<file path="src/tmon_cfg.svh">
// Operation
// - Each sequence converts local and remote channel; both results readable afterwards.
// - Status busy flag is set during a sequence, cleared at its end.
// - Temperature registers hold last completed results until the next completion.
// - Configuration bit 6 set selects standby; clear selects autonomous conversion.
// - Standby keeps all register values and the serial interface fully active.
// - One-shot converts even in standby; device returns to standby afterwards.
// - Command byte 0Fh is the one-shot command; send byte starts conversion.
// - Standby during a conversion aborts it; stored temperatures stay unchanged.
// - Only write byte, read byte, send byte and receive byte transfers exist.
// - Receive byte returns register at pointer from last command byte.
// - Local at 00h, remote at 01h, one degree per count, MSB first.
// - Extended registers 10h remote, 11h local add three fraction bits.
// - Fraction sits in top three bits; lower five bits read zero.
// - Main and extended registers of a channel update in the same cycle.
// - Write byte: address, command, data; each byte acknowledged, data stored.
// - Read byte: command, repeated start, read; host ends with not-acknowledge.
// - Send byte sets the pointer and acts on commands like one-shot.
// - Per-channel high and low limits; alert when temperature reaches high limit.
// - High limits reset 85/95, or 85/85 on the continuity variant; lows zero.
// - Overtemperature output asserts when either temperature reaches its limit.
// - Overtemperature limits reset 85/125, or 85/85 on the continuity variant.
// - Remote junction open or short loads remote temperature with all ones.
// - Open junction sets status bit 2; continuity variant also raises alert.
// - Status shows no fault after reset until the first conversion completes.
// - Serial interface resets when the clock line stays low past the timeout.
// - Alert latches; status read or alert response clears it once cause gone.
`ifndef TMON_CFG_SVH
`define TMON_CFG_SVH
`define TM_CLK_KHZ   100000
`define TM_CONV_MS   125
`define TM_RATE_MS   250
`define TM_TMO_MS    25
`define TM_DEV_ADDR  7'h4c
`define TM_ARA_ADDR  7'h0c
`define TM_REG_LT    8'h00
`define TM_REG_RT    8'h01
`define TM_REG_STAT  8'h02
`define TM_REG_CFG   8'h03
`define TM_REG_LHI   8'h05
`define TM_REG_LLO   8'h06
`define TM_REG_RHI   8'h07
`define TM_REG_RLO   8'h08
`define TM_REG_ONE   8'h0f
`define TM_REG_RTF   8'h10
`define TM_REG_LTF   8'h11
`define TM_REG_ROV   8'h19
`define TM_REG_LOV   8'h20
`define TM_RST_85    8'h55
`define TM_RST_95    8'h5f
`define TM_RST_125   8'h7d
`define TM_RST_ZERO  8'h00
`define TM_FAULT_T   8'hff
`define TM_CFG_MASK  7
`define TM_CFG_STBY  6
`define TM_ST_BUSY   7
`define TM_ST_OPEN   2
`define TM_BIT_LAST  3'h7
`endif

</file>
<file path="src/tmon_pkg.sv">
package tmon_pkg;
  // Front end samples: 8 integer bits over 3 fraction bits.
  typedef struct packed {
    logic [10:0] loc;
    logic [10:0] rem;
    logic        rem_short;
    logic        rem_open;
  } sample_t;

  // Limit compare results, same order as status bits 6..0.
  typedef struct packed {
    logic lhi;
    logic llo;
    logic rhi;
    logic rlo;
    logic open;
    logic rov;
    logic lov;
  } cond_t;

  typedef struct packed {
    logic       wr;
    logic       cmd;
    logic       done;
    logic       ara;
    logic [7:0] data;
  } link_ev_t;

  typedef enum logic [2:0] {
    L_IDLE = 3'b000,
    L_ADDR = 3'b001,
    L_AACK = 3'b011,
    L_RX   = 3'b010,
    L_RACK = 3'b110,
    L_TX   = 3'b111,
    L_MACK = 3'b101
  } link_st_t;

  typedef enum logic [1:0] {
    C_IDLE = 2'b00,
    C_CONV = 2'b01,
    C_DONE = 2'b11
  } conv_st_t;
endpackage : tmon_pkg

</file>
<file path="src/conv_seq.sv">
`timescale 1ns/1ps
`default_nettype none
`include "tmon_cfg.svh"
module conv_seq
  import tmon_pkg::*;
#(
  parameter int unsigned CONV_CYCLES = `TM_CONV_MS * `TM_CLK_KHZ,
  parameter int unsigned RATE_CYCLES = `TM_RATE_MS * `TM_CLK_KHZ
)(
  // Clock and reset
  input  wire logic clk,
  input  wire logic resetn,
  // Control
  input  wire logic standby,
  input  wire logic stby_req,
  input  wire logic one_shot,
  // Status
  output logic      busy,
  output logic      done
);
  conv_st_t    st;
  logic [31:0] conv_cnt;
  logic [31:0] rate_cnt;
  logic        go_os;
  logic        go_auto;

  // ------------------------------------------------------------
  // Start decisions
  // ------------------------------------------------------------
  // one-shot start
  assign go_os   = one_shot && (st == C_IDLE);
  assign go_auto = !standby && (st == C_IDLE) && (rate_cnt == 32'h0);
  assign busy    = (st != C_IDLE);
  assign done    = (st == C_DONE);

  // ------------------------------------------------------------
  // Sequence state
  // ------------------------------------------------------------
  always_ff @(posedge clk)
  begin
    if (!resetn)
    begin
      st       <= C_IDLE;
      conv_cnt <= 32'h0;
    end
    else
    begin
      unique case (st)
        C_IDLE:
        begin
          if (go_os || go_auto)
          begin
            st       <= C_CONV;
            conv_cnt <= 32'(CONV_CYCLES - 1);
          end
        end
        C_CONV:
        begin
          if (stby_req)
            st <= C_IDLE;
          else if (conv_cnt == 32'h0)
            st <= C_DONE;
          else
            conv_cnt <= conv_cnt - 32'h1;
        end
        C_DONE:
        begin
          st     <= C_IDLE;
        end
        default:
          st <= C_IDLE;
      endcase
    end
  end

  // ------------------------------------------------------------
  // Conversion rate timer
  // ------------------------------------------------------------
  always_ff @(posedge clk)
  begin
    if (!resetn)
      rate_cnt <= 32'h0;
    else if (go_os || go_auto)
      rate_cnt <= 32'(RATE_CYCLES - 1);
    else if (standby)
      rate_cnt <= 32'h0;
    else if (rate_cnt != 32'h0)
      rate_cnt <= rate_cnt - 32'h1;
  end
endmodule : conv_seq
`default_nettype wire

</file>
<file path="src/tmon_core.sv">
`timescale 1ns/1ps
`default_nettype none
`include "tmon_cfg.svh"
module tmon_core
  import tmon_pkg::*;
#(
  parameter bit          CONT_VARIANT   = 1'b0,
  parameter int unsigned CONV_CYCLES    = `TM_CONV_MS * `TM_CLK_KHZ,
  parameter int unsigned RATE_CYCLES    = `TM_RATE_MS * `TM_CLK_KHZ,
  parameter int unsigned TIMEOUT_CYCLES = `TM_TMO_MS * `TM_CLK_KHZ
)(
  // Clock and reset
  input  wire logic        CLK_SYS,
  input  wire logic        RESETN,
  // Serial bus pins
  input  wire logic        SCL_IN,
  input  wire logic        SDA_IN,
  output logic             SDA_OUT,
  output logic             SDA_OE,
  // Front end samples
  input  wire logic [10:0] LOCAL_SAMPLE,
  input  wire logic [10:0] REMOTE_SAMPLE,
  input  wire logic        REMOTE_JUNCTION_SHORT,
  input  wire logic        REMOTE_JUNCTION_OPEN,
  // Alarm pins, open drain
  output logic             ALERT_OE,
  output logic             OVERTEMP_OUT_OE
);
  localparam logic [7:0] RHI_RST = CONT_VARIANT ? `TM_RST_85 : `TM_RST_95;
  localparam logic [7:0] ROV_RST = CONT_VARIANT ? `TM_RST_85 : `TM_RST_125;

  logic        scl_m, scl_s, scl_d;
  logic        sda_m, sda_s, sda_d;
  logic        scl_rise, scl_fall, bus_start, bus_stop;
  logic [31:0] tmo_cnt;
  logic        tmo;
  link_st_t    lst;
  logic [3:0]  bit_cnt;
  logic [7:0]  sh;
  logic        rnw;
  logic        ara_sel;
  logic        second;
  link_ev_t    ev;
  logic [7:0]  ptr;
  logic [7:0]  cfg;
  logic [7:0]  status;
  logic [7:0]  local_temperature, remote_temperature;
  logic [2:0]  local_frac, remote_frac;
  logic [7:0]  local_alert_high_limit, local_low_limit;
  logic [7:0]  remote_alert_high_limit, remote_low_limit;
  logic [7:0]  local_overtemp_limit, remote_overtemp_limit;
  cond_t       cond;
  cond_t       next_cond;
  logic [7:0]  next_rem;
  logic [2:0]  next_rem_frac;
  logic        alert;
  logic        busy, done;
  logic        one_shot, stby_req;
  logic        stat_rd, ara_ok;
  logic [7:0]  tx_byte;
  sample_t     smp;

  // ------------------------------------------------------------
  // Register read decode
  // ------------------------------------------------------------
  // pointer read
  function automatic logic [7:0] reg_read(input logic [7:0] a);
    unique case (a)
      `TM_REG_LT:   reg_read = local_temperature;
      `TM_REG_RT:   reg_read = remote_temperature;
      `TM_REG_STAT: reg_read = status | {busy, 7'h0};
      `TM_REG_CFG:  reg_read = cfg;
      `TM_REG_LHI:  reg_read = local_alert_high_limit;
      `TM_REG_LLO:  reg_read = local_low_limit;
      `TM_REG_RHI:  reg_read = remote_alert_high_limit;
      `TM_REG_RLO:  reg_read = remote_low_limit;
      `TM_REG_RTF:  reg_read = {remote_frac, 5'h0};
      `TM_REG_LTF:  reg_read = {local_frac, 5'h0};
      `TM_REG_ROV:  reg_read = remote_overtemp_limit;
      `TM_REG_LOV:  reg_read = local_overtemp_limit;
      default:      reg_read = 8'h00;
    endcase
  endfunction : reg_read

  // ------------------------------------------------------------
  // Pin synchronisers and bus events
  // ------------------------------------------------------------
  always_ff @(posedge CLK_SYS)
  begin
    if (!RESETN)
    begin
      scl_m <= 1'b1;
      scl_s <= 1'b1;
      scl_d <= 1'b1;
      sda_m <= 1'b1;
      sda_s <= 1'b1;
      sda_d <= 1'b1;
    end
    else
    begin
      scl_m <= SCL_IN;
      scl_s <= scl_m;
      scl_d <= scl_s;
      sda_m <= SDA_IN;
      sda_s <= sda_m;
      sda_d <= sda_s;
    end
  end

  assign scl_rise  = scl_s && !scl_d;
  assign scl_fall  = !scl_s && scl_d;
  assign bus_start = scl_s && scl_d && sda_d && !sda_s;
  assign bus_stop  = scl_s && scl_d && !sda_d && sda_s;

  // ------------------------------------------------------------
  // Bus timeout
  // ------------------------------------------------------------
  // clock low timeout
  always_ff @(posedge CLK_SYS)
  begin
    if (!RESETN || scl_s)
      tmo_cnt <= 32'h0;
    else if (!tmo)
      tmo_cnt <= tmo_cnt + 32'h1;
  end

  assign tmo = (tmo_cnt >= 32'(TIMEOUT_CYCLES));

  // ------------------------------------------------------------
  // Serial slave engine
  // ------------------------------------------------------------
  assign tx_byte = ara_sel ? {`TM_DEV_ADDR, 1'b0} : reg_read(ptr);

  always_ff @(posedge CLK_SYS)
  begin
    if (!RESETN || tmo)
    begin
      lst     <= L_IDLE;
      bit_cnt <= 4'h0;
      sh      <= 8'h00;
      rnw     <= 1'b0;
      ara_sel <= 1'b0;
      second  <= 1'b0;
    end
    else if (bus_start)
    begin
      lst     <= L_ADDR;
      bit_cnt <= 4'h0;
      second  <= 1'b0;
    end
    else if (bus_stop)
      lst <= L_IDLE;
    else
    begin
      unique case (lst)
        L_IDLE:
          lst <= L_IDLE;
        L_ADDR:
        begin
          if (scl_rise)
          begin
            sh      <= {sh[6:0], sda_s};
            bit_cnt <= bit_cnt + 4'h1;
          end
          else if (scl_fall && bit_cnt[3])
          begin
            rnw     <= sh[0];
            ara_sel <= (sh[7:1] == `TM_ARA_ADDR);
            if (sh[7:1] == `TM_DEV_ADDR)
              lst <= L_AACK;
            else if (sh[7:1] == `TM_ARA_ADDR && sh[0] && alert)
              lst <= L_AACK;
            else
              lst <= L_IDLE;
          end
        end
        L_AACK:
        begin
          if (scl_fall)
          begin
            bit_cnt <= 4'h0;
            if (rnw)
            begin
              sh  <= tx_byte;
              lst <= L_TX;
            end
            else
              lst <= L_RX;
          end
        end
        L_RX:
        begin
          if (scl_rise)
          begin
            sh      <= {sh[6:0], sda_s};
            bit_cnt <= bit_cnt + 4'h1;
          end
          else if (scl_fall && bit_cnt[3])
            lst <= L_RACK;
        end
        L_RACK:
        begin
          if (scl_fall)
          begin
            bit_cnt <= 4'h0;
            second  <= 1'b1;
            lst     <= L_RX;
          end
        end
        L_TX:
        begin
          if (scl_fall)
          begin
            if (bit_cnt[2:0] == `TM_BIT_LAST)
              lst <= L_MACK;
            else
            begin
              sh      <= {sh[6:0], 1'b0};
              bit_cnt <= bit_cnt + 4'h1;
            end
          end
        end
        L_MACK:
        begin
          if (scl_rise && sda_s)
            lst <= L_IDLE;
          else if (scl_fall)
          begin
            sh      <= tx_byte;
            bit_cnt <= 4'h0;
            lst     <= L_TX;
          end
        end
        default:
          lst <= L_IDLE;
      endcase
    end
  end

  // ------------------------------------------------------------
  // Engine events
  // ------------------------------------------------------------
  always_ff @(posedge CLK_SYS)
  begin
    if (!RESETN)
      ev <= '0;
    else
    begin
      ev.wr   <= (lst == L_RX) && scl_fall && bit_cnt[3] && !bus_start && !bus_stop;
      ev.cmd  <= !second;
      ev.data <= sh;
      ev.done <= (lst == L_MACK) && scl_rise && sda_s && !bus_start && !bus_stop;
      ev.ara  <= ara_sel;
    end
  end

  // ------------------------------------------------------------
  // Data line drive
  // ------------------------------------------------------------
  always_ff @(posedge CLK_SYS)
  begin
    if (!RESETN)
    begin
      SDA_OUT <= 1'b0;
      SDA_OE  <= 1'b0;
    end
    else
    begin
      SDA_OUT <= 1'b0;
      SDA_OE  <= (lst == L_AACK) || (lst == L_RACK) || ((lst == L_TX) && !sh[7]);
    end
  end

  // ------------------------------------------------------------
  // Pointer, configuration and commands
  // ------------------------------------------------------------
  // one-shot command
  assign one_shot = ev.wr && ev.cmd && (ev.data == `TM_REG_ONE);
  assign stby_req = ev.wr && !ev.cmd && (ptr == `TM_REG_CFG)
                    && ev.data[`TM_CFG_STBY] && !cfg[`TM_CFG_STBY];
  assign stat_rd  = ev.done && !ev.ara && (ptr == `TM_REG_STAT);
  assign ara_ok   = ev.done && ev.ara;

  always_ff @(posedge CLK_SYS)
  begin
    if (!RESETN)
      ptr <= `TM_REG_LT;
    else if (ev.wr && ev.cmd)
      ptr <= ev.data;
  end

  always_ff @(posedge CLK_SYS)
  begin
    if (!RESETN)
      cfg <= 8'h00;
    else if (ev.wr && !ev.cmd && ptr == `TM_REG_CFG)
      cfg <= ev.data;
  end

  // ------------------------------------------------------------
  // Limit registers
  // ------------------------------------------------------------
  // alert limit reset
  always_ff @(posedge CLK_SYS)
  begin
    if (!RESETN)
    begin
      local_alert_high_limit  <= `TM_RST_85;
      remote_alert_high_limit <= RHI_RST;
      local_low_limit         <= `TM_RST_ZERO;
      remote_low_limit        <= `TM_RST_ZERO;
      local_overtemp_limit    <= `TM_RST_85;
      remote_overtemp_limit   <= ROV_RST;
    end
    else if (ev.wr && !ev.cmd)
    begin
      unique case (ptr)
        `TM_REG_LHI: local_alert_high_limit  <= ev.data;
        `TM_REG_RHI: remote_alert_high_limit <= ev.data;
        `TM_REG_LLO: local_low_limit         <= ev.data;
        `TM_REG_RLO: remote_low_limit        <= ev.data;
        `TM_REG_LOV: local_overtemp_limit    <= ev.data;
        `TM_REG_ROV: remote_overtemp_limit   <= ev.data;
        default:     local_low_limit         <= local_low_limit;
      endcase
    end
  end

  // ------------------------------------------------------------
  // Conversion sequencer
  // ------------------------------------------------------------
  // standby keeps bus alive
  conv_seq #(
    .CONV_CYCLES (CONV_CYCLES),
    .RATE_CYCLES (RATE_CYCLES)
  ) u_seq (
    .clk      (CLK_SYS),
    .resetn   (RESETN),
    .standby  (cfg[`TM_CFG_STBY]),
    .stby_req (stby_req),
    .one_shot (one_shot),
    .busy     (busy),
    .done     (done)
  );

  // ------------------------------------------------------------
  // Results and limit compare
  // ------------------------------------------------------------
  // front end samples
  assign smp = {LOCAL_SAMPLE, REMOTE_SAMPLE, REMOTE_JUNCTION_SHORT, REMOTE_JUNCTION_OPEN};

  assign next_rem      = (smp.rem_short || smp.rem_open) ? `TM_FAULT_T : smp.rem[10:3];
  assign next_rem_frac = (smp.rem_short || smp.rem_open) ? 3'h0 : smp.rem[2:0];

  always_comb
  begin
    next_cond.lhi  = smp.loc[10:3] >= local_alert_high_limit;
    next_cond.llo  = smp.loc[10:3] < local_low_limit;
    next_cond.rhi  = next_rem >= remote_alert_high_limit;
    next_cond.rlo  = next_rem < remote_low_limit;
    next_cond.open = smp.rem_open;
    next_cond.rov  = next_rem >= remote_overtemp_limit;
    next_cond.lov  = smp.loc[10:3] >= local_overtemp_limit;
  end

  always_ff @(posedge CLK_SYS)
  begin
    if (!RESETN)
    begin
      local_temperature  <= 8'h00;
      remote_temperature <= 8'h00;
      local_frac         <= 3'h0;
      remote_frac        <= 3'h0;
      cond               <= '0;
    end
    else if (done)
    begin
      local_temperature  <= smp.loc[10:3];
      local_frac         <= smp.loc[2:0];
      remote_temperature <= next_rem;
      remote_frac        <= next_rem_frac;
      cond               <= next_cond;
    end
  end

  // ------------------------------------------------------------
  // Status flags
  // ------------------------------------------------------------
  // clear after reset
  always_ff @(posedge CLK_SYS)
  begin
    if (!RESETN)
      status <= 8'h00;
    else
    begin
      status <= ((stat_rd && !busy) ? (status & {1'b0, cond}) : status)
                | (done ? {1'b0, next_cond} : 8'h00);
    end
  end

  // ------------------------------------------------------------
  // Alarm outputs
  // ------------------------------------------------------------
  // alert latch
  always_ff @(posedge CLK_SYS)
  begin
    if (!RESETN)
      alert <= 1'b0;
    else if (done && !cfg[`TM_CFG_MASK] && (next_cond.lhi || next_cond.llo
             || next_cond.rhi || next_cond.rlo || (CONT_VARIANT && next_cond.open)))
      alert <= 1'b1;
    else if ((stat_rd || ara_ok) && !(cond.lhi || cond.llo || cond.rhi
             || cond.rlo || (CONT_VARIANT && cond.open)))
      alert <= 1'b0;
  end

  always_ff @(posedge CLK_SYS)
  begin
    if (!RESETN)
    begin
      ALERT_OE        <= 1'b0;
      OVERTEMP_OUT_OE <= 1'b0;
    end
    else
    begin
      ALERT_OE        <= alert;
      OVERTEMP_OUT_OE <= cond.rov || cond.lov;
    end
  end

endmodule : tmon_core
`default_nettype wire

</file>
<file path="config.mk">
export PLATFORM = sky130hd
export DESIGN_NAME = tmon_core
export DESIGN_NICKNAME = d
export VERILOG_FILES = /design/src/tmon_pkg.sv /design/src/conv_seq.sv /design/src/tmon_core.sv
export VERILOG_INCLUDE_DIRS = /design/src /design/src/src
export SDC_FILE = /design/constraint.sdc
export NUM_CORES = 1
export LEC_CHECK = 0
export ABC_AREA = 1
export BUFFER_PORTS_ARGS = -buffer_cell sky130_fd_sc_hd__buf_2
export CORE_MARGIN = 2
export CORE_UTILIZATION = 35
export CTS_CLUSTER_DIAMETER = 200
export DETAILED_ROUTE_END_ITERATION = 8
export GPL_ROUTABILITY_DRIVEN = 0
export SLEW_MARGIN = 40
export SYNTH_ARGS = -nofsm -noshare
export SYNTH_HDL_FRONTEND = slang
export SYNTH_HIERARCHICAL = 1
export SYNTH_SLANG_ARGS = --single-unit
</file>
<file path="constraint.sdc">
create_clock -name CLK_SYS -period 4.9 [get_ports CLK_SYS]
set_clock_uncertainty 0.15 [all_clocks]
set_input_delay 0.98 -clock CLK_SYS [delete_from_list [all_inputs] [get_ports CLK_SYS]]
set_output_delay 0.98 -clock CLK_SYS [all_outputs]
set_load 0.1 [all_outputs]
</file>
# After elaboration in Yosys (flattened, before gate mapping)
# Cells that the tools add are included.
# word_totals
ff_bits	239
output_inout_bits	4
inputBits	28
word_cells	259
# classes
n_reduce_logical	95
eq_ne	50
n_bitwise	7
order_cmp	7
addsub	4
muxes	49
# ops
cell	count
2-to-1 mux 32 bit	3
case mux 8 bit (12 select lines)	1
2-to-1 mux 8 bit	10
2-to-1 mux 25 bit	3
logical NOT 32 bit	2
case mux 32 bit (2 select lines)	1
subtractor 32 x 1 -> 32 bit, second input constant	2
logical AND 1 bit	36
2-to-1 mux 3 bit	12
adder 32 x 1 -> 32 bit, second input constant	1
greater-or-equal comparator 32 x 22 -> 1 bit, second input constant	1
greater-or-equal comparator 8 bit	4
!= test 4 bit, second input constant	8
case mux 8 bit (4 select lines)	1
nonzero test 32 bit	1
!= test 2 bit, second input constant	15
equality test 8 x 3 -> 1 bit, second input constant	3
equality test 8 x 5 -> 1 bit, second input constant	3
2-to-1 mux 4 bit	5
case mux 3 bit (6 select lines)	1
AND reduction 9 bit	2
equality test 8 x 2 -> 1 bit, second input constant	2
equality test 8 x 4 -> 1 bit, second input constant	2
< comparator 8 bit	2
38 further kinds	91

# Logic depth before layout (Yosys ltp)
# Gate-level depths: netlist of run 1.
# depth
depth_word	10
depth_mapped	14
ltp_nobuf	14

# Hierarchy
# The synthesis of run 1 kept the hierarchy.
# by_module_without_submodules
mod	area_each_um2	cells_per_inst	instances	seq_area_each_um2
tmon_core	8959.8	1304	1	3443.3
conv_seq	4357.9	698	1	1321.3

# Least setup slack after synthesis of run 1
# No wires, ideal clock.
# synth_timing
path_type	in2reg
from	input port REMOTE_JUNCTION_OPEN
to	register alert
required_ns	4.638
arrival_ns	2.555
n_path_buf	0
stages	12
setup_time_ns	0.112
path_slack_ns	2.082
cell_sequence	nor2_1 inv_1 or2_2 ha_1 a21oi_1 nor2_1 nor3b_1 nand3_1 inv_1 nand3_1 nand2_1 nand2_1
# synth_via
elab_chain_cells	7
word_cells_on_any_way	9
cone_classes	order compare: 2; mux: 2; reduce/logical: 5
# synth_rtl
element	line	rtl
from (decl)	tmon_core.sv:24	input wire logic REMOTE_JUNCTION_OPEN,
logical OR 1 bit (*)	tmon_core.sv:352	assign next_rem = (smp.rem_short || smp.rem_open) ? `TM_FAULT_T : smp.rem[10:3];
2-to-1 mux 8 bit (*)	tmon_core.sv:352	
net next_rem[5]	tmon_core.sv:54	logic [7:0] next_rem;
greater-or-equal comparator 8 bit	tmon_core.sv:359	next_cond.rhi = next_rem >= remote_alert_high_limit;
logical OR 1 bit	tmon_core.sv:410	|| next_cond.rhi || next_cond.rlo || (CONT_VARIANT && next_cond.open)))
logical OR 1 bit (*)	tmon_core.sv:410	
logical AND 1 bit (*)	tmon_core.sv:409	else if (done && !cfg[`TM_CFG_MASK] && (next_cond.lhi || next_cond.llo
2-to-1 mux 1 bit / nonzero test 2 bit (equally long branches)	--	
to (signal assigned)	tmon_core.sv:408	alert <= 1'b0;
to (signal assigned)	tmon_core.sv:411	alert <= 1'b1;
to (signal assigned)	tmon_core.sv:414	alert <= 1'b0;
to (decl)	tmon_core.sv:56	logic alert;
# Mark *: on every way through the listed nets, which the timed path passes. The rest lies on a longest branch.
# A chain may end at the register's enable or synchronous reset.

# Worst setup path in the final report of run 1
# layout_timing
from	register ptr[6]
to	register u_seq.conv_cnt[1]
# layout_via
elab_chain_cells	6
# layout_rtl
element	line	rtl
from (decl)	tmon_core.sv:44	logic [7:0] ptr;
from (signal assigned)	tmon_core.sv:287	ptr <= `TM_REG_LT;
from (signal assigned)	tmon_core.sv:289	ptr <= ev.data;
equality test 8 x 2 -> 1 bit	--	
logical AND 1 bit (3 in a row)	tmon_core.sv:279	assign stby_req = ev.wr && !ev.cmd && (ptr == `TM_REG_CFG)
net stby_req	tmon_core.sv:58	logic one_shot, stby_req;
!= test 2 bit (no line)	--	
AND reduction 4 bit (no line)	--	
to (signal assigned)	conv_seq.sv:54	conv_cnt <= 32'(CONV_CYCLES - 1);
to (signal assigned)	conv_seq.sv:64	conv_cnt <= conv_cnt - 32'h1;
to (decl)	conv_seq.sv:22	logic [31:0] conv_cnt;
# The timed path passes the listed nets, and every way through them passes these cells.

==> reports/summary.log, run 1 <==
INFO  cts            cts.htree.levels=1
INFO  synth          flip_flop_and_latch_count_after_synthesis=238
INFO  final_layout   final_nets=2,087
INFO  pwr            power_per_cell_area=505.7nW/um^2
INFO  pwr            comb_power_share=40.8%
INFO  synth          synth_nets=2,084
INFO  cts            holdBufCountCts=0
INFO  final_layout   final_layout_size_suffix_gt1_share=8.547%
INFO  pwr            report.power.total=7509uW
INFO  place          dp_hpwl=26,840um
INFO  synth          netlist.area_leader.share=35.78%
INFO  cts            cts-buffers-inserted=28
INFO  synth          synthDominantAreaCellType=sky130_fd_sc_hd__dfxtp_1
INFO  critical_path  setup.worst_path.class=reg2reg
INFO  sta            final_max_slew_viol_count=0
INFO  synth          yosysWarningCount=6
INFO  synth          synth_top_cells_by_count=429 x sky130_fd_sc_hd__nand2_1, 308 x sky130_fd_sc_hd__nor2_1, 238 x sky130_fd_sc_hd__dfxtp_1
INFO  place          place_inst=2,486
INFO  sta            timing.setup.tns=0ps
INFO  pwr            static-leakage-power=0.006444uW
INFO  sta            setup_viol_count_final=0
INFO  pwr            share_clk_of_total_power=29.2%
INFO  synth          synth-seq-area-share=35.78%
INFO  detailed_routing drt_pre_antenna_iters=5
INFO  pwr            fraction_of_power_spent_switching_nets=40.10%
INFO  pwr            sequentialPowerShare=30.0%
INFO  synth          post_syn_area_per_cell=6.652um^2
INFO  die            floorplan.die_area=39,630um^2
INFO  detailed_routing route.vias.total=12,810
INFO  final_layout   seqCellArea=4765um^2
INFO  outcome        outcome=finished, final reports clean
INFO  final_layout   multiInputGateArea=7366um^2
INFO  final_layout   diodes=0
INFO  cts            clock_tree.root_cell=sky130_fd_sc_hd__clkbuf_16
INFO  cts            tritoncts=yes
INFO  final_layout   layout_overhead_on_the_synthesized_area=11.50%
INFO  detailed_routing antenna_left=0
INFO  sta            tightestPinTransition=754.6ps
INFO  critical_path  cp_max_fo=44
INFO  sta            relSlewSlack=49.51%
INFO  critical_path  worst_ep_required_time=5190ps
INFO  worst_hold_path min_path_cells=1
INFO  critical_path  worst_setup_path_end_kind=flop
INFO  cts            cts_buffer_depth=3
INFO  sta            final_hold_viol_count=0
INFO  critical_path  worstPathArrival=3480ps
INFO  synth          syn_area=13,320um^2
INFO  global_route   maximum_number_of_pins_on_one_net_before_global_route_repair=48
INFO  cts            cts.sinks=238
INFO  global_route   global_route.overflow_total=0
INFO  worst_hold_path worstHoldPathType=reg2reg
INFO  sta            rsz_0062_raised_after_global_routing=no
INFO  global_route   number_of_antenna_violations_at_the_first_check_in_global_routing=0
INFO  detailed_routing detail_route.drc_violations=0
INFO  global_route   first_global_vias=12,050
INFO  die            boundaryPins=32
INFO  global_route   grt_usage=19.20%
INFO  synth          yosysMostFrequentCell=sky130_fd_sc_hd__nand2_1
INFO  die            placement_rows=71
INFO  pwr            max-vdd-ir-drop=0.2688mV
INFO  detailed_routing routed_wl=37,370um
INFO  critical_path  timing.reg2reg.worst_path_depth=14
INFO  die            die_w=199.1um
INFO  cts            cts_resized=0
INFO  detailed_routing drt-wirelength-per-cell=14.74um
INFO  sta            clock.fmax=313.6MHz
INFO  critical_path  cp-start-kind=flop
INFO  place          port_buffers=30
INFO  job            max_cap_viol_count=0
INFO  pwr            total_switching_power=3011uW
INFO  cts            path_clk_slew=60ps
INFO  cts            cts.repair_timing.setup_buffer_count=0
INFO  synth          synth_cell_type_count=48
INFO  pwr            internal_power_contribution=4498uW
INFO  sta            final_min_period_over_clock_period=65.08%
INFO  final_layout   stdcell_count=2,535
INFO  synth          ys_async_sr_fraction=0%
INFO  cts            insertion_delay=560ps
INFO  die            core-area=37,580um^2
INFO  final_layout   number_of_fillers_in_the_final_layout=3,950
INFO  die            chipHeight=199.1um
INFO  detailed_routing via_per_inst=5.053
INFO  synth          top_flip_flop_cell_by_instance_count_after_synthesis=sky130_fd_sc_hd__dfxtp_1
INFO  detailed_routing drt-initial-drc-count=1,033
INFO  synth          syn-instance-count=2,002
INFO  synth          yosys-top-cells-area=sky130_fd_sc_hd__dfxtp_1 36%, sky130_fd_sc_hd__nand2_1 12%, sky130_fd_sc_hd__nor2_1 8.7%, sky130_fd_sc_hd__a21oi_1 6.2%, sky130_fd_sc_hd__inv_1 6.0%
INFO  synth          edff_count_synth=0
INFO  die            floorplan.initialDensity=35.44%
INFO  sta            final.min_clock_period=3189ps
INFO  global_route   grt_pass1_wl=62,080um
==> worst paths after layout <==
| path | startpoint | to | slack (ps) |
|---|---|---|---|
| max reg2reg | ptr[6] | u_seq/conv_cnt[1] | 1710 |
| max | ptr[6] | u_seq/conv_cnt[1] | 1710 |
| min | scl_m | scl_s | 260 |
| min reg2reg | scl_m | scl_s | 260 |
==> layer usage <==
metal  part of all wire, %  track usage, %
met5                     0               0
met1                    47           26.17
met2                    45           32.03
met4                   2.0           4.616
met3                   5.4           2.599
==> layout by cell type, fill, tap and decap left out, types with 4 or more instances in the layout <==
cell type / count
sky130_fd_sc_hd__a21oi_1: 166
sky130_fd_sc_hd__a21oi_2: 4
sky130_fd_sc_hd__buf_2: 30
sky130_fd_sc_hd__buf_4: 7
sky130_fd_sc_hd__clkbuf_16: 29
sky130_fd_sc_hd__clkbuf_8: 9
sky130_fd_sc_hd__clkinv_2: 6
sky130_fd_sc_hd__dfxtp_1: 238
sky130_fd_sc_hd__ha_1: 54
sky130_fd_sc_hd__inv_1: 211
sky130_fd_sc_hd__inv_2: 17
sky130_fd_sc_hd__nand2_1: 429
sky130_fd_sc_hd__nand2_2: 9
sky130_fd_sc_hd__nand3_1: 135
sky130_fd_sc_hd__nand3b_1: 4
sky130_fd_sc_hd__nand4_1: 68
sky130_fd_sc_hd__nor2_1: 308
sky130_fd_sc_hd__nor2_2: 16
sky130_fd_sc_hd__nor2_4: 7
sky130_fd_sc_hd__nor3_1: 29
sky130_fd_sc_hd__nor3b_1: 5
sky130_fd_sc_hd__o211ai_1: 16
sky130_fd_sc_hd__o21ai_0: 113
sky130_fd_sc_hd__o21ai_1: 17
sky130_fd_sc_hd__o21bai_1: 4
sky130_fd_sc_hd__or2_2: 21
sky130_fd_sc_hd__xnor2_1: 13
sky130_fd_sc_hd__xor2_1: 25
==> area by class of cell <==
cell class	instances	share of cell area, %
Clock buffer	40	5.772
Clock inverter	9	0.8089
Inverter	231	5.873
Multi-Input combinational cell	1468	49.60
Sequential cell	238	32.09
Tap cell	511	4.306
Timing Repair Buffer	38	1.550
==> power groups by stage <==
stage	clock, uW	combinational [uW]	sequential (uW)
global placement	0	2950	2290
CTS	2240	3030	2250
floorplan	0	2470	2240
detailed placement	0	3020	2290
global route	2330	3530	2270
finish	2190	3070	2250
==> critical path, cell delays in order (launching register included) <==
cell                      delay [ps]
sky130_fd_sc_hd__dfxtp_1         310
sky130_fd_sc_hd__nor2_1          140
sky130_fd_sc_hd__nand2_1         120
sky130_fd_sc_hd__inv_2            60
sky130_fd_sc_hd__buf_4           380
sky130_fd_sc_hd__nand2_1         170
sky130_fd_sc_hd__nor2_2          280
sky130_fd_sc_hd__nand2_1         110
sky130_fd_sc_hd__nor2_1          110
sky130_fd_sc_hd__nor2_1          100
sky130_fd_sc_hd__o21ai_4         220
sky130_fd_sc_hd__buf_16          220
sky130_fd_sc_hd__nand3_4         340
sky130_fd_sc_hd__o21ai_0         300
sky130_fd_sc_hd__nor2_1           60
==> sequential cells by signal, summed over array words and instances (netlist names), 12 cells and up <==
signal          flops
ev                 12
tmo_cnt            32
u_seq/conv_cnt     32
u_seq/rate_cnt     32
==> cell families (layout without fill, tap and decap cells) <==
family	after synthesis	count (layout)	share of synthesized area [%]
XOR/XNOR	38	38	2.499
AND/OR/NAND/NOR	1044	1044	34.48
buffers and inverters	296	318	8.916
AO/OA/AOI/OAI	331	331	13.23
other	1	1	0.02816
flip-flops	238	238	35.78
adder cells (fa/ha/maj)	54	54	5.073
==> metrics by stage <==
stage	util (%)	worst slack, ps	instance area (um^2)	hold slack [ps]
floorplan	-	2082	13320	242.5
global placement	36.84	1593	13840	250.7
detailed placement	36.92	1748	13870	249.9
CTS	39.52	1732	14850	263.2
global route	39.52	1312	14850	276.1
finish	39.52	1711	14850	262.3
(Power assumes the default switching activity.)
==> inputs of run 2 (changes only) <==
==> constraint.sdc (replaced) <==
create_clock -name CLK_SYS -period 2.65 [get_ports CLK_SYS]
set_clock_uncertainty 0.15 [all_clocks]
set_input_delay 0.53 -clock CLK_SYS [delete_from_list [all_inputs] [get_ports CLK_SYS]]
set_output_delay 0.53 -clock CLK_SYS [all_outputs]
set_load 0.1 [all_outputs]
==> run 2 against run 1 <==
Effect of this change: total power is 87% higher; via count increased by 0.87%; maximum frequency increased by 33%; cell count increased by 1.4%.
==> reports/summary.log, run 2 (synthesis results as in run 1) <==
INFO  outcome        outcome=finished, final reports clean
INFO  critical_path  worst_setup_path_end_kind=flop
INFO  cts            clock_tree.root_cell=sky130_fd_sc_hd__clkbuf_16
INFO  final_layout   stdcell_count=2,570 [+1.4%]
INFO  die            core-area=37,580um^2 [unchanged]
INFO  cts            cts-buffers-inserted=28 [unchanged]
INFO  critical_path  crit_end=u_seq/rate_cnt[27]
INFO  critical_path  worst_path_most_repeated_cell=sky130_fd_sc_hd__nand2_1
INFO  die            floorplan.die_area=39,630um^2 [unchanged]
INFO  critical_path  timing.rr.end=u_seq/rate_cnt[27]
INFO  global_route   number_of_antenna_violations_at_the_first_check_in_global_routing=0 [unchanged]
INFO  place          port_buffers=30 [unchanged]
INFO  detailed_routing drt-wirelength-per-cell=14.99um [+1.7%]
INFO  sta            final_max_slew_viol_count=0 [unchanged]
INFO  critical_path  timing.reg2reg.worst_path_depth=8 [-6]
INFO  detailed_routing detail_route.drc_violations=0 [unchanged]
INFO  final_layout   reg.largest.list=tmo_cnt (32), u_seq/conv_cnt (32), u_seq/rate_cnt (32)
INFO  pwr            static-leakage-power=0.006606uW [+2.5%]
INFO  sta            final.min_clock_period=2391ps [-798.0 ps]
INFO  cts            cts.sinks=238 [unchanged]
INFO  sta            clock.fmax=418.2MHz [+33%]
INFO  pwr            power_per_cell_area=929.5nW/um^2 [+84%]
INFO  final_layout   most-common-layout-cells=429 x sky130_fd_sc_hd__nand2_1, 308 x sky130_fd_sc_hd__nor2_1, 238 x sky130_fd_sc_hd__dfxtp_1
INFO  cts            cts_buffer_depth=3 [unchanged]
INFO  job            max_cap_viol_count=0 [unchanged]
INFO  pwr            max-vdd-ir-drop=0.5410mV [+100%]
INFO  critical_path  setup.worst_path.class=reg2reg
INFO  detailed_routing antenna_left=0 [unchanged]
INFO  final_layout   layout_overhead_on_the_synthesized_area=13.39%
INFO  global_route   maximum_number_of_pins_on_one_net_before_global_route_repair=44 [-8.3%]
INFO  detailed_routing via_per_inst=5.028 [-0.51%]
INFO  detailed_routing drt_pre_antenna_iters=5 [unchanged]
INFO  final_layout   layout.cells.most_common=sky130_fd_sc_hd__nand2_1
INFO  place          dp_hpwl=27,660um [+3.0%]
INFO  critical_path  cp_max_fo=17 [-61%]
INFO  critical_path  worstPathArrival=2690ps [-790 ps]
INFO  sta            rsz_0062_raised_after_global_routing=no
INFO  global_route   grt_pass1_wl=63,100um [+1.6%]
INFO  cts            cts.htree.levels=1 [unchanged]
INFO  final_layout   final_layout_size_suffix_gt1_share=9.956% [+1.4 points]
INFO  sta            relSlewSlack=55.63% [+6.1 points]
INFO  critical_path  worst_r2r_startpoint=ev[4]
INFO  critical_path  crit_path_top_delay_cell=sky130_fd_sc_hd__dfxtp_1
INFO  critical_path  cp-start-kind=flop
INFO  final_layout   diodes=0 [unchanged]
INFO  global_route   first_global_vias=12,350 [+2.5%]
INFO  worst_hold_path worstHoldPathType=in2reg
INFO  critical_path  worst_ep_required_time=2950ps [-2240 ps]
INFO  die            boundaryPins=32 [unchanged]
INFO  sta            setup_viol_count_final=0 [unchanged]
INFO  cts            tritoncts=yes
INFO  sta            final_min_period_over_clock_period=90.23% [+25 points]
INFO  detailed_routing routed_wl=38,520um [+3.1%]
INFO  die            placement_rows=71 [unchanged]
INFO  detailed_routing route.vias.total=12,920 [+0.87%]
INFO  detailed_routing drt-initial-drc-count=1,037 [+0.39%]
INFO  cts            insertion_delay=570ps [about the same]
INFO  critical_path  register_to_register_setup_slack=260ps [-1450 ps]
INFO  final_layout   final_nets=2,120 [+1.6%]
INFO  global_route   global_route.overflow_total=0 [unchanged]
INFO  critical_path  startpoint=ev[4]
INFO  die            floorplan.initialDensity=35.44% [unchanged]
INFO  cts            path_clk_slew=60ps [about the same]
INFO  sta            tightestPinTransition=663.1ps [-91.46 ps]
INFO  critical_path  crit_path_cell_trace=inv_1 > nand2_1 > nor4_1 > nand2_1 > nand2_4 > inv_4 > nand3_2 > nor2_1
INFO  die            die_w=199.1um [unchanged]
INFO  die            chipHeight=199.1um [unchanged]
INFO  place          place_inst=2,514 [+1.1%]
INFO  sta            timing.setup.tns=0ps [unchanged]
INFO  sta            final_hold_viol_count=0 [unchanged]
INFO  critical_path  critPathMaxStageDelay=410ps [+30 ps]
INFO  global_route   grt_usage=19.69% [+0.49 points]
INFO  final_layout   number_of_fillers_in_the_final_layout=3,954 [+0.10%]
[run 2: stage by stage]
stage | cell area (um^2) | hold slack, ps | util, % | setup WS, ps | power, uW
finish | 15100 | 31.86 | 40.19 | 259.0 | 14040
global route | 15100 | 8.180 | 40.19 | 50.58 | 15180
CTS | 15040 | 7.772 | 40.04 | 9.369 | 13940
detailed placement | 14070 | 255.1 | 37.45 | 27.56 | 9866
global placement | 14070 | 246.4 | 37.45 | 64.22 | 9793
floorplan | 13320 | 242.5 | - | 282.2 | 8706
[run 2: timing repair]
| action | in CTS | in global routing |
|---|---|---|
| hold endpoints to repair | 1 | 0 |
| resized for setup | 0 | 2 |
| setup buffers | 0 | 3 |
| pin swaps | 1 | 2 |
| hold buffers | 1 | 0 |
| cloned | 0 | 1 |
| endpoints found under the setup margin | 2 | 32 |
[run 2: final cells by class]
class | count | area [um^2] | area share (%)
clock buffers | 36 | 770.7 | 5.104
clock inverters | 15 | 191.4 | 1.268
inverters | 231 | 869.6 | 5.759
multi-input cells | 1469 | 7383 | 48.89
flip-flops and latches | 238 | 4765 | 31.55
well taps | 511 | 639.4 | 4.234
repair buffers | 70 | 481.7 | 3.190
[run 2: worst min-delay path by stage]
stage / start / to / slack, ps / cells past startpoint
after floorplan: scl_m / scl_s / 240 / 1
after global placement: scl_m / scl_s / 250 / 1
after detailed placement: scl_m / scl_s / 260 / 1
after CTS: SCL_IN / scl_m / 8 / 2
after global routing: SCL_IN / scl_m / 8 / 2
final: SCL_IN / scl_m / 30 / 2
[run 2: worst max-delay path, delay by kind of cell (launching register included)]
family	cells	cell delay [ps]
flops	1	410
buf+inv	2	360
simple gates	6	1350
[run 2: power by group]
part / internal, uW / switching, uW
combinational: 2050 / 3800
clock: 2440 / 1600
sequential: 3860 / 295
total: 8340 / 5690
[run 2: metal layers]
layer | global-route usage, % | vias to the layer above | share of wire, % | wire, um
met5 | 0 | - | 0 | 0
met4 | 6.827 | 0 | 3.2 | 1217
met3 | 3.021 | 77 | 5.6 | 2165
met2 | 32.24 | 331 | 44 | 17130
met1 | 26.33 | 5920 | 47 | 18020
li1 | - | 6593 | - | -
==> inputs of run 3 (changes only) <==
--- a/config.mk
+++ b/config.mk
@@ -16,5 +16,4 @@
 export SLEW_MARGIN = 40
 export SYNTH_ARGS = -nofsm -noshare
 export SYNTH_HDL_FRONTEND = slang
-export SYNTH_HIERARCHICAL = 1
 export SYNTH_SLANG_ARGS = --single-unit
==> run 3 against run 2 <==
Effect of this change: area after synthesis is 0.19% higher; critical path depth rose by 4; setup slack improved by 190 ps; synthesized cell count grew 0.90%; total power is 0.73% higher; clock power rose by 8.4%; critical path type unchanged; largest power group unchanged.
==> reports/summary.log, run 3 <==
INFO  die            floorplan.die_area=39,700um^2 [+0.19%]
INFO  critical_path  worst_setup_path_end_kind=flop
INFO  global_route   first_global_vias=12,130 [-1.8%]
INFO  synth          yosysMostFrequentCell=sky130_fd_sc_hd__nand2_1
INFO  final_layout   final_layout_size_suffix_gt1_share=8.466% [-1.5 points]
INFO  place          preCtsSetupSlack=245.7ps [+218.2 ps]
INFO  cts            holdBufCountCts=0 [-1]
INFO  cts            insertion_delay=570ps [about the same]
INFO  detailed_routing routed_wl=37,810um [-1.9%]
INFO  cts            cts-buffers-inserted=28 [unchanged]
INFO  sta            final_max_slew_viol_count=0 [unchanged]
INFO  detailed_routing route.layer.met1.wl=17,990um [-0.14%]
INFO  cts            cts.repair_timing.setup_buffer_count=0 [unchanged]
INFO  sta            final.min_clock_period=2204ps [-187.2 ps]
INFO  die            core-area=37,580um^2 [unchanged]
INFO  place          dp_hpwl=28,020um [+1.3%]
INFO  critical_path  crit_path_top_delay_cell=sky130_fd_sc_hd__dfxtp_1
INFO  pwr            report.power.total=14,140uW [+0.73%]
INFO  job            max_cap_viol_count=0 [unchanged]
INFO  detailed_routing route.met2.wl=16,690um [-2.6%]
INFO  die            boundaryPins=32 [unchanged]
INFO  critical_path  worst_ep_required_time=2920ps [-30 ps]
INFO  die            floorplan.initialDensity=35.51% [+0.067 points]
INFO  place          place_inst=2,526 [+0.48%]
INFO  critical_path  cp_max_fo=6 [-11]
INFO  worst_hold_path min_path_cells=2 [unchanged]
INFO  detailed_routing route.met3.wl=2063um [-4.7%]
INFO  synth          yosysWarningCount=0 [-6]
INFO  synth          syn_area=13,340um^2 [+0.19%]
INFO  final_layout   most-common-layout-cells=479 x sky130_fd_sc_hd__nand2_1, 280 x sky130_fd_sc_hd__nor2_1, 246 x sky130_fd_sc_hd__inv_1
INFO  critical_path  worstPathArrival=2470ps [-220 ps]
INFO  detailed_routing drt-wirelength-per-cell=14.67um [-2.2%]
INFO  sta            clock.fmax=453.8MHz [+8.5%]
INFO  critical_path  critPathMaxStageDelay=330ps [-80 ps]
INFO  detailed_routing antenna_left=0 [unchanged]
INFO  cts            cts_resized=0 [unchanged]
INFO  final_layout   stdcell_count=2,578 [+0.31%]
INFO  synth          synth_top_cells_by_count=479 x sky130_fd_sc_hd__nand2_1, 280 x sky130_fd_sc_hd__nor2_1, 248 x sky130_fd_sc_hd__inv_1
INFO  pwr            max-vdd-ir-drop=0.6054mV [+12%]
INFO  final_layout   layout.cells.most_common=sky130_fd_sc_hd__nand2_1
INFO  global_route   grt_pass1_wl=62,260um [-1.3%]
INFO  detailed_routing highest_layer=met4
INFO  sta            final_hold_viol_count=0 [unchanged]
INFO  pwr            static-leakage-power=0.006745uW [+2.1%]
INFO  synth          synthDominantAreaCellType=sky130_fd_sc_hd__dfxtp_1
INFO  synth          syn-instance-count=2,020 [+0.90%]
INFO  outcome        outcome=finished, final reports clean
INFO  critical_path  worst_path_most_repeated_cell=sky130_fd_sc_hd__nand2_1
INFO  pwr            sequentialPowerShare=29.8% [+0.2 points]
INFO  cts            clock_tree.root_cell=sky130_fd_sc_hd__clkbuf_16
INFO  critical_path  setup.worst_path.class=reg2reg
INFO  die            die_w=199.3um [about the same]
INFO  synth          ys_async_sr_fraction=0% [unchanged]
INFO  pwr            comb_power_share=39.3% [-2.4 points]
INFO  cts            tritoncts=yes
INFO  sta            setup_ws=446.2ps [+187.2 ps]
INFO  synth          top_flip_flop_cell_by_instance_count_after_synthesis=sky130_fd_sc_hd__dfxtp_1
INFO  pwr            internal_power_contribution=8468uW [+1.5%]
INFO  die            chipHeight=199.3um [about the same]
INFO  detailed_routing via_per_inst=4.951 [-1.5%]
INFO  worst_hold_path worstHoldPathType=in2reg
INFO  critical_path  cp-start-kind=flop
INFO  final_layout   number_of_fillers_in_the_final_layout=3,952 [-0.051%]
INFO  sta            tightestPinTransition=692.5ps [+29.40 ps]
INFO  final_layout   multiInputGateArea=7272um^2 [-1.5%]
INFO  final_layout   seqCellArea=4765um^2 [unchanged]
INFO  pwr            share_clk_of_total_power=30.9% [+2.2 points]
INFO  global_route   maximum_number_of_pins_on_one_net_before_global_route_repair=74 [+68%]
INFO  cts            cts_buffer_depth=3 [unchanged]
INFO  cts            path_clk_slew=60ps [about the same]
INFO  sta            final_min_period_over_clock_period=83.16% [-7.1 points]
INFO  sta            setup_viol_count_final=0 [unchanged]
INFO  synth          synth-seq-area-share=35.71% [-0.067 points]
INFO  detailed_routing drt_pre_antenna_iters=6 [+1]
INFO  critical_path  timing.reg2reg.worst_path_depth=12 [+4]
INFO  synth          edff_count_synth=0 [unchanged]
INFO  synth          synth_cell_type_count=51 [+6.3%]
INFO  place          port_buffers=30 [unchanged]
INFO  detailed_routing route.vias.total=12,760 [-1.2%]
INFO  synth          synth_nets=2,102 [+0.86%]
INFO  sta            rsz_0062_raised_after_global_routing=no
INFO  global_route   grt_usage=19.44% [-0.25 points]
INFO  detailed_routing detail_route.drc_violations=0 [unchanged]
INFO  final_layout   reg.largest.list=tmo_cnt (32), u_seq.conv_cnt (32), u_seq.rate_cnt (32)
INFO  final_layout   final_nets=2,127 [+0.33%]
INFO  detailed_routing drt-initial-drc-count=872 [-16%]
INFO  sta            timing.setup.tns=0ps [unchanged]
INFO  pwr            fraction_of_power_spent_switching_nets=40.11% [-0.46 points]
INFO  pwr            power_per_cell_area=936.6nW/um^2 [+0.77%]
INFO  synth          yosys-top-cells-area=sky130_fd_sc_hd__dfxtp_1 36%, sky130_fd_sc_hd__nand2_1 13%, sky130_fd_sc_hd__nor2_1 7.9%, sky130_fd_sc_hd__inv_1 7.0%, sky130_fd_sc_hd__a21oi_1 5.9%
INFO  synth          post_syn_area_per_cell=6.605um^2 [-0.70%]
INFO  sta            timing.hold.ws=12.73ps [-19.12 ps]
INFO  critical_path  crit_path_cell_trace=inv_1 > ha_1 > nand2_1 > nor2_1 > nand2_1 > nor2_2 > nand2_1 > nand2_1 > buf_4 > a21oi_1 > o21ai_0 > o21ai_0
INFO  pwr            total_switching_power=5671uW [-0.41%]
INFO  final_layout   layout_overhead_on_the_synthesized_area=13.14%
INFO  die            placement_rows=71 [unchanged]
INFO  cts            cts.sinks=238 [unchanged]
INFO  final_layout   diodes=0 [unchanged]
INFO  sta            relSlewSlack=53.66% [-2.0 points]
INFO  synth          netlist.area_leader.share=35.71% [-0.067 points]
INFO  synth          flip_flop_and_latch_count_after_synthesis=238 [unchanged]
INFO  global_route   number_of_antenna_violations_at_the_first_check_in_global_routing=0 [unchanged]
INFO  global_route   global_route.overflow_total=0 [unchanged]
INFO  cts            cts.htree.levels=1 [unchanged]
run 3: routing by layer:
layer	vias up	GRT usage (%)
met4	0	5.611
li1	6559	-
met3	65	2.667
met2	302	31.55
met5	-	0
met1	5838	26.82
run 3: worst paths after layout:
kind / start / end / slack (ps)
worst min-delay path: SDA_IN / sda_m / 10
worst max-delay path: u_seq.rate_cnt[0] / u_seq.rate_cnt[14] / 450
worst min register to register: sda_m / sda_s / 260
worst max register to register: u_seq.rate_cnt[0] / u_seq.rate_cnt[14] / 450
run 3: kinds of logic (layout without fill, tap and decap cells):
| group | count (synthesis) | after routing | share of synthesized area, % |
|---|---|---|---|
| AND/OR/NAND/NOR | 1027 | 1027 | 33.30 |
| adder cells (fa/ha/maj) | 54 | 54 | 5.064 |
| XOR/XNOR | 38 | 38 | 2.494 |
| buffers and inverters | 325 | 372 | 9.790 |
| AO/OA/AOI/OAI | 337 | 337 | 13.62 |
| other | 1 | 1 | 0.02811 |
| flip-flops | 238 | 238 | 35.71 |
run 3: power by group through the flow:
stage,sequential [uW],clock [uW],combinational [uW]
6_report,4220,4370,5550
5_1_grt,4260,4610,6400
4_1_cts,4210,4470,5550
3_5_place_dp,4280,0,5520
3_3_place_gp,4280,0,5480
2_1_floorplan,4190,0,4360
run 3: layout make-up:
| cell class | instances | share of cell area (%) |
|---|---|---|
| timing repair buffer | 55 | 2.404 |
| tap | 511 | 4.235 |
| inverter | 265 | 6.614 |
| sequential | 238 | 31.56 |
| multi-input combinational | 1457 | 48.17 |
| clock inverter | 13 | 1.500 |
| clock buffer | 39 | 5.512 |
run 3: worst max-delay path: cells and delay by family, from the launching register on:
family,cells,cell delay [ps]
adder cells (fa/ha/maj),1,190
flip-flops,1,330
AND/OR/NAND/NOR,6,890
AO/OA/AOI/OAI,3,190
buffers and inverters,2,300
run 3: metrics by stage:
stage | cell area (um^2) | util, %
floorplan | 13340 | -
global placement | 14040 | 37.36
detailed placement | 14040 | 37.36
CTS | 15100 | 40.17
global route | 15100 | 40.17
finish | 15100 | 40.17
